File: src/hdl/pbwc_pkg.sv
// Shared constants and types of the push-button wiper counter
package pbwc_pkg;
   // Wiper geometry
   localparam int unsigned POS_W = 5;
   localparam int unsigned TAPS = 32;
   localparam logic [4:0] POS_MAX = 5'h1f;
   localparam logic [4:0] POS_MIN = 5'h00;
   // Clock rate
   localparam int unsigned CLK_HZ = 40_000_000;
   // Times in their own units, then cycle counts
   localparam int unsigned DEBOUNCE_MS = 40;
   localparam int unsigned DEBOUNCE_CYC = CLK_HZ / 1000 * DEBOUNCE_MS;
   localparam int unsigned HOLD_S = 1;
   localparam int unsigned HOLD_CYC = CLK_HZ * HOLD_S;
   localparam int unsigned SLOW_MS = 250;
   localparam int unsigned SLOW_CYC = CLK_HZ / 1000 * SLOW_MS;
   localparam int unsigned FAST_MS = 50;
   localparam int unsigned FAST_CYC = CLK_HZ / 1000 * FAST_MS;
   localparam int unsigned GAP_US = 50;
   // Cycles after reset before the strap and stored value are taken
   localparam logic [1:0] INIT_WAIT = 2'h3;
   // Input lanes of the debouncer bank
   localparam int unsigned IN_UP = 0;
   localparam int unsigned IN_DN = 1;
   localparam int unsigned IN_SE = 2;
   localparam int unsigned N_IN = 3;
   // Scan state, Gray along idle, slow, fast
   typedef enum logic [1:0] {
      PBWC_IDLE = 2'h0,
      PBWC_SLOW = 2'h1,
      PBWC_FAST = 2'h3
   } pbwc_state_t;
endpackage

File: src/hdl/pbwc_debounce.sv
// Two-flop synchroniser and debounce filter for one active-low pin
`timescale 1ns/100ps
`default_nettype none
module pbwc_debounce #(
   parameter int unsigned CNT = pbwc_pkg::DEBOUNCE_CYC
) (
   // Clock and reset
   input wire logic clk_sys_i,
   input wire logic srst_i,
   // Pin side
   input wire logic pin_i,
   // Filtered side
   output logic sync_o,
   output logic level_o
);
   import pbwc_pkg::*;

   logic s1_r, s2_r, s1_nxt, s2_nxt;
   logic lvl_r, lvl_nxt;
   logic [31:0] cnt_r, cnt_nxt;

   // Count while the synced pin differs from the settled level
   always_comb begin
      s1_nxt = pin_i;
      s2_nxt = s1_r;
      lvl_nxt = lvl_r;
      cnt_nxt = 32'h0000_0000;
      if (s2_r != lvl_r) begin
         cnt_nxt = cnt_r + 32'h0000_0001;
         if (cnt_r == CNT - 1) begin
            lvl_nxt = s2_r;
            cnt_nxt = 32'h0000_0000;
         end
      end
   end

   // Idle level is high, as the pull-up leaves it
   always_ff @(posedge clk_sys_i) begin
      if (srst_i) begin
         s1_r <= 1'b1;
         s2_r <= 1'b1;
         lvl_r <= 1'b1;
         cnt_r <= 32'h0000_0000;
      end else begin
         s1_r <= s1_nxt;
         s2_r <= s2_nxt;
         lvl_r <= lvl_nxt;
         cnt_r <= cnt_nxt;
      end
   end

   assign sync_o = s2_r;
   assign level_o = lvl_r;

   // A settled level only moves after a full interval of disagreement
   db_settle_a: assert property (@(posedge clk_sys_i) disable iff (srst_i)
      (lvl_r != $past(lvl_r)) |-> ($past(cnt_r) == CNT - 1))
      else $error("debounced level changed before the interval ran out");
endmodule
`default_nettype wire

File: src/hdl/pbwc_top.sv
// Push-button wiper counter: debounce, scan, saturating count, tap decode, store
`timescale 1ns/100ps
`default_nettype none
module pbwc_top #(
   parameter int unsigned DEBOUNCE_N = pbwc_pkg::DEBOUNCE_CYC,
   parameter int unsigned HOLD_N = pbwc_pkg::HOLD_CYC,
   parameter int unsigned SLOW_N = pbwc_pkg::SLOW_CYC,
   parameter int unsigned FAST_N = pbwc_pkg::FAST_CYC
) (
   // Clock and reset
   input wire logic clk_sys_i,
   input wire logic srst_i,
   // Push-button pins, active low
   input wire logic step_up_n_i,
   input wire logic step_down_n_i,
   input wire logic store_enable_n_i,
   // Supply monitor, high when the supply is falling
   input wire logic supply_fail_i,
   // Nonvolatile memory port
   input wire logic [pbwc_pkg::POS_W-1:0] nv_rdata_i,
   output logic nv_wr_o,
   output logic [pbwc_pkg::POS_W-1:0] nv_wdata_o,
   // Wiper outputs
   output logic [pbwc_pkg::POS_W-1:0] wiper_pos_o,
   output logic [pbwc_pkg::TAPS-1:0] tap_sel_o,
   output logic scan_fast_o
);
   import pbwc_pkg::*;

   // One-hot switch pattern for a wiper position
   function automatic logic [TAPS-1:0] tap_decode(input logic [POS_W-1:0] pos);
      logic [TAPS-1:0] t;
      t = '0;
      t[pos] = 1'b1;
      return t;
   endfunction

   // Debouncer bank, one lane per pin
   logic [N_IN-1:0] pin_raw, pin_sync, pin_db;
   assign pin_raw = {store_enable_n_i, step_down_n_i, step_up_n_i};

   genvar gi;
   generate
      for (gi = 0; gi < N_IN; gi++) begin : g_db
         pbwc_debounce #(
            .CNT(DEBOUNCE_N)
         ) u_db (
            .clk_sys_i(clk_sys_i),
            .srst_i(srst_i),
            .pin_i(pin_raw[gi]),
            .sync_o(pin_sync[gi]),
            .level_o(pin_db[gi])
         );
      end
   endgenerate

   logic up_db, dn_db, se_db;
   assign up_db = pin_db[IN_UP];
   assign dn_db = pin_db[IN_DN];
   assign se_db = pin_db[IN_SE];

   // Power-up group: wait for the synchronisers, then take strap and stored value
   logic [1:0] init_cnt_r, init_cnt_nxt;
   logic init_done_r, init_done_nxt;
   logic se_pwr_hi_r, se_pwr_hi_nxt;

   always_comb begin
      init_cnt_nxt = init_cnt_r;
      init_done_nxt = init_done_r;
      se_pwr_hi_nxt = se_pwr_hi_r;
      if (!init_done_r) begin
         init_cnt_nxt = init_cnt_r + 2'h1;
         if (init_cnt_r == INIT_WAIT) begin
            init_done_nxt = 1'b1;
            se_pwr_hi_nxt = pin_sync[IN_SE];
         end
      end
   end

   always_ff @(posedge clk_sys_i) begin
      if (srst_i) begin
         init_cnt_r <= 2'h0;
         init_done_r <= 1'b0;
         se_pwr_hi_r <= 1'b0;
      end else begin
         init_cnt_r <= init_cnt_nxt;
         init_done_r <= init_done_nxt;
         se_pwr_hi_r <= se_pwr_hi_nxt;
      end
   end

   // Press qualification
   logic lock, press_up, press_dn, press, dir_chg;
   logic dir_up_r, dir_up_nxt;
   // Strapped high then pulled low: buttons are dead until it is high again
   assign lock = !init_done_r || (se_pwr_hi_r && !se_db);
   // Both low at once is no press at all
   assign press_up = !up_db && dn_db && !lock;
   assign press_dn = !dn_db && up_db && !lock;
   assign press = press_up || press_dn;
   assign dir_chg = press && (press_up != dir_up_r);

   // Scan group: idle, slow repeat, fast repeat
   pbwc_state_t state_r, state_nxt;
   logic [31:0] rep_r, rep_nxt, hold_r, hold_nxt;
   logic step;

   always_comb begin
      state_nxt = state_r;
      rep_nxt = rep_r + 32'h0000_0001;
      hold_nxt = hold_r + 32'h0000_0001;
      dir_up_nxt = dir_up_r;
      step = 1'b0;
      case (state_r)
         PBWC_IDLE: begin
            rep_nxt = 32'h0000_0000;
            hold_nxt = 32'h0000_0000;
            if (press) begin
               step = 1'b1;
               dir_up_nxt = press_up;
               state_nxt = PBWC_SLOW;
            end
         end
         PBWC_SLOW: begin
            if (!press || dir_chg) begin
               state_nxt = PBWC_IDLE;
            end else begin
               if (rep_r == SLOW_N - 1) begin
                  step = 1'b1;
                  rep_nxt = 32'h0000_0000;
               end
               if (hold_r == HOLD_N - 1) begin
                  state_nxt = PBWC_FAST;
                  rep_nxt = 32'h0000_0000;
               end
            end
         end
         PBWC_FAST: begin
            hold_nxt = hold_r;
            if (!press || dir_chg) begin
               state_nxt = PBWC_IDLE;
            end else if (rep_r == FAST_N - 1) begin
               step = 1'b1;
               rep_nxt = 32'h0000_0000;
            end
         end
         default: begin
            state_nxt = PBWC_IDLE;
         end
      endcase
   end

   always_ff @(posedge clk_sys_i) begin
      if (srst_i) begin
         state_r <= PBWC_IDLE;
         rep_r <= 32'h0000_0000;
         hold_r <= 32'h0000_0000;
         dir_up_r <= 1'b0;
      end else begin
         state_r <= state_nxt;
         rep_r <= rep_nxt;
         hold_r <= hold_nxt;
         dir_up_r <= dir_up_nxt;
      end
   end

   // Counter group: recall once, then saturating steps
   logic [POS_W-1:0] pos_r, pos_nxt;
   logic [TAPS-1:0] tap_r, tap_nxt;

   always_comb begin
      pos_nxt = pos_r;
      if (!init_done_r) begin
         if (init_cnt_r == INIT_WAIT) begin
            pos_nxt = nv_rdata_i;
         end
      end else if (step) begin
         // Direction comes from the live press, so the first step is right
         if (press_up && pos_r != POS_MAX) begin
            pos_nxt = pos_r + 5'h01;
         end else if (press_dn && pos_r != POS_MIN) begin
            pos_nxt = pos_r - 5'h01;
         end
      end
      tap_nxt = tap_decode(pos_nxt);
   end

   always_ff @(posedge clk_sys_i) begin
      if (srst_i) begin
         pos_r <= 5'h00;
         tap_r <= 32'h0000_0001;
      end else begin
         pos_r <= pos_nxt;
         tap_r <= tap_nxt;
      end
   end

   // Store group: supply-loss save when low, manual save on rising edge when high
   logic sf_s1_r, sf_s2_r, sf_prev_r, se_prev_r;
   logic sf_s1_nxt, sf_s2_nxt, sf_prev_nxt, se_prev_nxt;
   logic nv_wr_r, nv_wr_nxt;
   logic [POS_W-1:0] nv_wdata_r, nv_wdata_nxt;
   logic sf_rise, se_rise;

   assign sf_rise = sf_s2_r && !sf_prev_r;
   assign se_rise = se_db && !se_prev_r;

   always_comb begin
      sf_s1_nxt = supply_fail_i;
      sf_s2_nxt = sf_s1_r;
      sf_prev_nxt = sf_s2_r;
      se_prev_nxt = se_db;
      nv_wr_nxt = 1'b0;
      nv_wdata_nxt = nv_wdata_r;
      // The settled level picks the save mode
      if (init_done_r && ((sf_rise && !se_db) || se_rise)) begin
         nv_wr_nxt = 1'b1;
         nv_wdata_nxt = pos_r;
      end
   end

   // Store-enable history starts high so a strap does not fake an edge
   always_ff @(posedge clk_sys_i) begin
      if (srst_i) begin
         sf_s1_r <= 1'b0;
         sf_s2_r <= 1'b0;
         sf_prev_r <= 1'b0;
         se_prev_r <= 1'b1;
         nv_wr_r <= 1'b0;
         nv_wdata_r <= 5'h00;
      end else begin
         sf_s1_r <= sf_s1_nxt;
         sf_s2_r <= sf_s2_nxt;
         sf_prev_r <= sf_prev_nxt;
         se_prev_r <= se_prev_nxt;
         nv_wr_r <= nv_wr_nxt;
         nv_wdata_r <= nv_wdata_nxt;
      end
   end

   assign nv_wr_o = nv_wr_r;
   assign nv_wdata_o = nv_wdata_r;
   assign wiper_pos_o = pos_r;
   assign tap_sel_o = tap_r;
   assign scan_fast_o = (state_r == PBWC_FAST);

   // Exactly one switch, and it matches the position
   tap_onehot_a: assert property (@(posedge clk_sys_i) disable iff (srst_i)
      $onehot(tap_sel_o) && tap_sel_o == tap_decode(wiper_pos_o))
      else $error("tap select is not the decoded wiper position");

   step_up_a: assert property (@(posedge clk_sys_i) disable iff (srst_i)
      (init_done_r && step && press_up && pos_r != POS_MAX) |=>
      (wiper_pos_o == $past(pos_r) + 5'h01))
      else $error("up step did not add one");

   sat_bounds_a: assert property (@(posedge clk_sys_i) disable iff (srst_i)
      (init_done_r && ((pos_r == POS_MAX && !press_dn) || (pos_r == POS_MIN && !press_up)))
      |=> (wiper_pos_o == $past(pos_r)))
      else $error("wiper moved past an end");

   both_low_a: assert property (@(posedge clk_sys_i) disable iff (srst_i)
      (!up_db && !dn_db && init_done_r) |=> (wiper_pos_o == $past(pos_r)))
      else $error("position moved with both buttons low");

   // A scan that is running when the lock starts may still show fast for that one cycle
   lock_hold_a: assert property (@(posedge clk_sys_i) disable iff (srst_i)
      (init_done_r && se_pwr_hi_r && !se_db) |-> (!step ##1
      (state_r == PBWC_IDLE && wiper_pos_o == $past(pos_r))))
      else $error("wiper moved while store-enable lock was on");

   go_fast_a: assert property (@(posedge clk_sys_i) disable iff (srst_i)
      (state_r == PBWC_SLOW && press && !dir_chg && hold_r == HOLD_N - 1) |=> scan_fast_o)
      else $error("did not enter fast scan after the hold time");

   release_idle_a: assert property (@(posedge clk_sys_i) disable iff (srst_i)
      (state_r != PBWC_IDLE && !press) |=> (state_r == PBWC_IDLE && !scan_fast_o))
      else $error("scan did not stop on release");

   manual_save_a: assert property (@(posedge clk_sys_i) disable iff (srst_i)
      (init_done_r && se_rise) |=> (nv_wr_o && nv_wdata_o == $past(pos_r)) ##1 !nv_wr_o)
      else $error("manual save did not write the position once");

   loss_save_a: assert property (@(posedge clk_sys_i) disable iff (srst_i)
      (init_done_r && sf_rise && !se_db) |=> nv_wr_o)
      else $error("supply loss did not trigger a save");

   recall_a: assert property (@(posedge clk_sys_i) disable iff (srst_i)
      (!init_done_r && init_cnt_r == INIT_WAIT) |=> (wiper_pos_o == $past(nv_rdata_i)))
      else $error("stored position was not recalled");
endmodule
`default_nettype wire

File: config.mk
export PLATFORM = sky130hd
export DESIGN_NAME = pbwc_top
export DESIGN_NICKNAME = d
export VERILOG_FILES = /design/src/hdl/pbwc_pkg.sv /design/src/hdl/pbwc_debounce.sv /design/src/hdl/pbwc_top.sv
export SDC_FILE = /design/constraint.sdc
export NUM_CORES = 1
export LEC_CHECK = 0
export BUFFER_PORTS_ARGS = -buffer_cell sky130_fd_sc_hd__buf_4
export CORE_UTILIZATION = 30
export DETAILED_ROUTE_END_ITERATION = 8
export PLACE_DENSITY = 0.43
export RECOVER_POWER = 100
export SLEW_MARGIN = 30
export SYNTH_ARGS = -nofsm -noshare
export SYNTH_HDL_FRONTEND = slang
export SYNTH_SLANG_ARGS = --single-unit
File: constraint.sdc
create_clock -name clk_sys_i -period 8.4 [get_ports clk_sys_i]
set_clock_uncertainty 0.2 [all_clocks]
set_input_delay 0.42 -clock clk_sys_i [delete_from_list [all_inputs] [get_ports clk_sys_i]]
set_output_delay 0.42 -clock clk_sys_i [all_outputs]
set_load 0.05 [all_outputs]
### Word level (Yosys, flattened, before mapping)

Index checks and enable logic that the tools add are counted.

* reductions and logical operators: 36
* $add $sub $neg: 8
* shift-type cells: 0
* bitwise logic cells: 4
* $lt $le $gt $ge: 2
* multiplexer cells: 28
* div/mod/pow operators: 0
* eq/ne operators: 17
* $mul: 0

Operators by type and width (count)
* $add A32 B1 Y32 const B: 5
* $mux W32: 5
* $eq A32 B21 Y1 const B: 4
* $pmux W32 S3: 1
* $pmux W32 S2: 1
* $eq A32 B24 Y1 const B: 1
* $eq A32 B26 Y1 const B: 1
* $mux W5: 5
* $logic_and A1 B1 Y1: 13
* $reduce_and A2 Y1: 5
* $mux W1: 9
* $reduce_or A3 Y1: 3
* $logic_not A1 Y1: 8
* $mux W2: 4
* $lt A5 B6 Y1 const B: 1
* $pmux W2 S3: 1
* $add A5 B1 Y5 const B: 1
* $demux W1 S5: 1
* $ge A5 B1 Y1 const B: 1
* $ne A5 B5 Y1 const B: 1
* $reduce_bool A5 Y1: 1
* $sub A5 B1 Y5 const B: 1
* $eq A2 B2 Y1 const B: 2
* $logic_or A1 B1 Y1: 4
* other kinds (10): 16

* RAM bits: 0
* memory bits (read-only): 0
* latch bits: 0
* input port bits: 11
* bits in registers: 223
* memories kept: 0

### Depth between registers and ports, before layout

* word-level depth: 16
* gate-level depth with buffers: 11
* mapped depth without buffers: 10

### Modules after synthesis

A second synthesis with hierarchy kept.

* cells, all modules: 1171
* area total of the unflattened synthesis: 10354.9 um^2

Modules (own cells, without submodules)
* pbwc_debounce: area an instance 1780.5 um^2, cells an instance 204, instances 3, sequential area each 700.7 um^2
* pbwc_top: area an instance 5013.6 um^2, cells an instance 559, instances 1, sequential area each 2362.3 um^2

### Least setup slack after synthesis

No wires, ideal clock.

* kind: reg-to-reg
* from: reg pos_r[0] (netlist: wiper_pos_o[0])
* to: reg tap_r[27] (netlist: tap_sel_o[27])
* stages on the path, launching flop included: 12
* slack: 4766 ps
* buffers on the path: 1
* data required time: 8075 ps
* clock period less this slack: 3634 ps
* data arrival time: 3309 ps
* cell sequence: dfxtp_1 > ha_1 > and3_1 > ha_1 > nor3b_1 > nand3_1 > a21oi_1 > o221ai_1 > mux2i_1 > a221oi_1 > buf_2 > nor4_1

* longest elaborated chain between the ends: 10

RTL lines
* start, declared: RTL line pbwc_top.sv:168 `logic [POS_W-1:0] pos_r, pos_nxt;`
* start signal, assigned: RTL line pbwc_top.sv:193 `pos_r <= pos_nxt;`
* branches (longest 5 deep; another with $sub A5 B1 Y5)
* $mux W5 *: RTL line pbwc_top.sv:173 `if (!init_done_r) begin`
* $lt A5 B6 Y1 (implied by the code) / $ge A5 B1 Y1 (equally long branches): RTL line pbwc_top.sv:34 `t[pos] = 1'b1;`
* $logic_and A1 B1 Y1 (implied by the code): RTL line pbwc_top.sv:34
* $mux W1 (implied by the code): RTL line pbwc_top.sv:34
* $demux W1 S5 *: RTL line pbwc_top.sv:34
* end signal, assigned: RTL line pbwc_top.sv:194 `tap_r <= tap_nxt;`
* end, declared: RTL line pbwc_top.sv:169 `logic [TAPS-1:0] tap_r, tap_nxt;`

Every way passes the cells marked *.
A chain may end at the register's enable or synchronous reset.

==> summary.txt <==
Outcome
  – Outcome: finished clean

Synthesis
  – Synthesized flop and latch total: 223
  – Synth Cell Area: 9450 sq um
  – Synth warnings: 0
  – Post-synth net total: 1082
  – Unique masters post-synth: 62
  – Ys flop type: dfxtp_1
  – Register area share after synthesis: 47.2%
  – Post-synth ARST share: 0%
  – EDFF count, synth: 0
  – Post-synthesis cell count: 1062
  – Mean Syn Cell Area: 8.90 sq um

CTS
  – Clk_lat worst skew: 0.52 ns
  – Hold Buf Count CTS: 4
  – TritonCTS clock tree: built
  – Post-CTS Setup Bufs: 0
  – Post_cts resized: 0
  – Root buf cell: clkbuf_16
  – H-tree Lvls: 1
  – Clock Sinks: 223
  – Num CTS Buffers: 25
  – Clock buffer depth: 3
  – Worst-path clk slew: 0.06 ns

Detailed routing
  – DRC: 0
  – First drt pass iteration count: 6
  – Initial drt markers: 293
  – Total Routed Length: 20700 microns
  – Routed vias: 7158
  – DR WL/cell: 13.6 microns
  – Post-DRT Antenna Nets: 0
  – Vias per std cell: 4.69

Floorplanning
  – Row cnt: 64
  – IO Pins: 55
  – Die W: 179 microns
  – Full die area: 32200 sq um
  – Core Area: 30800 sq um
  – Initial Util: 30.7%
  – Die H: 179 microns

Power
  – Worst VDD drop: 0.000130 V
  – Leakage power: 3.43 nW
  – PD cells: 205 nW/um^2

Placed design
  – HPWL after DPL: 14000 microns
  – Routability cong.: 0.747
  – Port Buf Inserts: 54

STA
  – RSZ-0062 raised after global routing: false
  – Final-report hold violation count: 0
  – Fmax: 0.209 GHz
  – Endpoints failing setup: 0
  – Tightest Pin Transition: 1.47 ns
  – Max_slew headroom: 1.90%
  – Pins Over Slew Limit: 0
  – Final min period: 4.80 ns
  – Crit share post-route: 57.1%
  – Setup TNS: 0 ns

GRT
  – Total GRT Usage: 13.0%
  – GRT overflow: 0
  – Initial antenna violation count: 0
  – Global-route wire length before repair: 35400 microns
  – Vias in the first global route: 6976
  – Largest net degree at the start of global routing: 34

Hold path
  – Worst hold start: g_db[0].u_db.s1_r$_SDFF_PP1_
  – HP Class: reg2reg

Critical path
  – Crit Path Class: in2reg
  – Worst path slowest cell: clkbuf_1
  – Critical Path Start Type: input port
  – CP Max Fanout: 33
  – Worst setup EP type: flip-flop
  – Most used cell along the critical path: clkbuf_1
  – Reg-to-Reg Start: rep_r[20]$_SDFF_PP0_
  – Crit path DAT: 4.94 ns
  – Crit path cell chain: clkbuf_1 > clkinv_1 > o21ai_0 > clkbuf_1 > o21bai_2 > clkbuf_1 > nor2_1
  – CP max stage delay: 1.06 ns
  – Critical path startpoint: srst_i
  – Critical Path RT: 8.55 ns

Layout
  – Layout cells sized above 1: 5.85%
  – Antenna cells: 0
  – Most frequent cells in the layout: dfxtp_1 (223), nor2_1 (211), xor2_1 (96)
  – Nets@finish: 1135
  – Post-layout util: 35.0%
  – Most common cell after layout, fill and taps aside: dfxtp_1
  – Area delta synth->final: 14.1%

Run
  – Max-Cap Viols: 0
logic make-up after synthesis:
kind of cell,share of synthesized area [%]
AND/OR/NAND/NOR,29.9
XOR/XNOR,14.0
buffers and inverters,2.40
multiplexers,1.19
adder cells (fa/ha/maj),1.19
flip-flops,47.2
AO/OA/AOI/OAI,4.08
metal layers:
metal,wire (microns),global-route usage (%),share of wire (%)
met5,0,0,0
met4,460,3.41,2.2
met3,537,2.03,2.6
met2,9270,21.6,45
met1,10500,17.5,51
state kept, by name, summed over array words and instances (netlist names), 2 cells and up:
signal and flops:
state_r 2, nv_wdata_o 5, rep_r 32, g_db.u_db.level_o 3, wiper_pos_o 5, g_db.u_db.cnt_r 96
tap_sel_o 32, init_cnt_r 2, hold_r 32, g_db.u_db.s1_r 3, g_db.u_db.sync_o 3
final timing paths:
| check | to | slack [ns] | cells after the start |
|---|---|---|---|
| setup / recovery | rep_r[29]$_SDFF_PP0_ | 3.60 | 7 |
| hold / removal | g_db[0].u_db.sync_o$_SDFF_PP1_ | 0.21 | 1 |
| setup reg to reg | tap_sel_o[13]$_SDFF_PP0_ | 4.36 | 8 |
| hold reg to reg | g_db[0].u_db.sync_o$_SDFF_PP1_ | 0.21 | 1 |
through the flow:
stage / hold slack [ns] / instance area, sq um / power (mW) / cells / setup WS, ns
after floorplan: 0.189 / 9450 / 1.20 / 1062 / 4.77
after global placement: 0.191 / 10300 / 1.24 / 1480 / 4.92
after detailed placement: 0.194 / 10300 / 1.24 / 1480 / 4.82
after CTS: 0.0748 / 11000 / 2.27 / 1525 / 4.80
after global routing: 0.236 / 10800 / 2.31 / 1525 / 2.88
final: 0.206 / 10800 / 2.21 / 1525 / 3.60
critical path: cells and delay by family:
family / cells / cell delay [ns]
buffers and inverters: 4 / 3.85
AND/OR/NAND/NOR: 1 / 0.12
AO/OA/AOI/OAI: 2 / 0.52
Yosys cell counts, types with 2 or more instances:
master / n / area (sq um)
and4_1: 9 / 78.8
mux2i_1: 9 / 90.1
nor4bb_1: 2 / 20.0
nor3b_1: 5 / 37.5
nand2_1: 64 / 240
a22oi_1: 2 / 15.0
nor3_2: 4 / 40.0
xnor2_1: 55 / 482
nand4b_1: 2 / 17.5
nor2_1: 211 / 792
nand2_2: 2 / 12.5
buf_2: 4 / 20.0
mux2_2: 2 / 22.5
inv_1: 16 / 60.1
clkbuf_1: 34 / 128
nand4_1: 38 / 238
nor2b_1: 15 / 93.8
a41oi_1: 2 / 17.5
dfxtp_1: 223 / 4460
a21oi_1: 15 / 75.1
nor4b_1: 6 / 52.6
o211ai_1: 4 / 30.0
or4b_2: 2 / 20.0
nor4_1: 30 / 188
or4_1: 2 / 15.0
and2_1: 6 / 37.5
xor2_1: 96 / 841
nand3_1: 80 / 400
or3_1: 8 / 50.1
ha_1: 9 / 113
nor3_1: 27 / 135
nand2b_1: 3 / 18.8
nand3b_1: 2 / 15.0
o221a_2: 2 / 22.5
and3_1: 26 / 163
or2_2: 10 / 62.6
o21ai_0: 7 / 35.0
clkinv_1: 2 / 7.51
nor4_2: 3 / 37.5
report_power, final:
group	switching, mW	internal, mW
Combinational	0.0897	0.0334
Sequential	0.0138	1.07
Clock	0.423	0.577
layout make-up:
class	instances	area, sq um
Fill cell	3242	20000
Clock inverter	5	25.0
Multi-Input combinational cell	782	4730
Sequential cell	223	4460
Tap cell	396	495
Clock buffer	36	707
Timing Repair Buffer	65	299
Inverter	18	67.6
(Power assumes the default switching activity.)
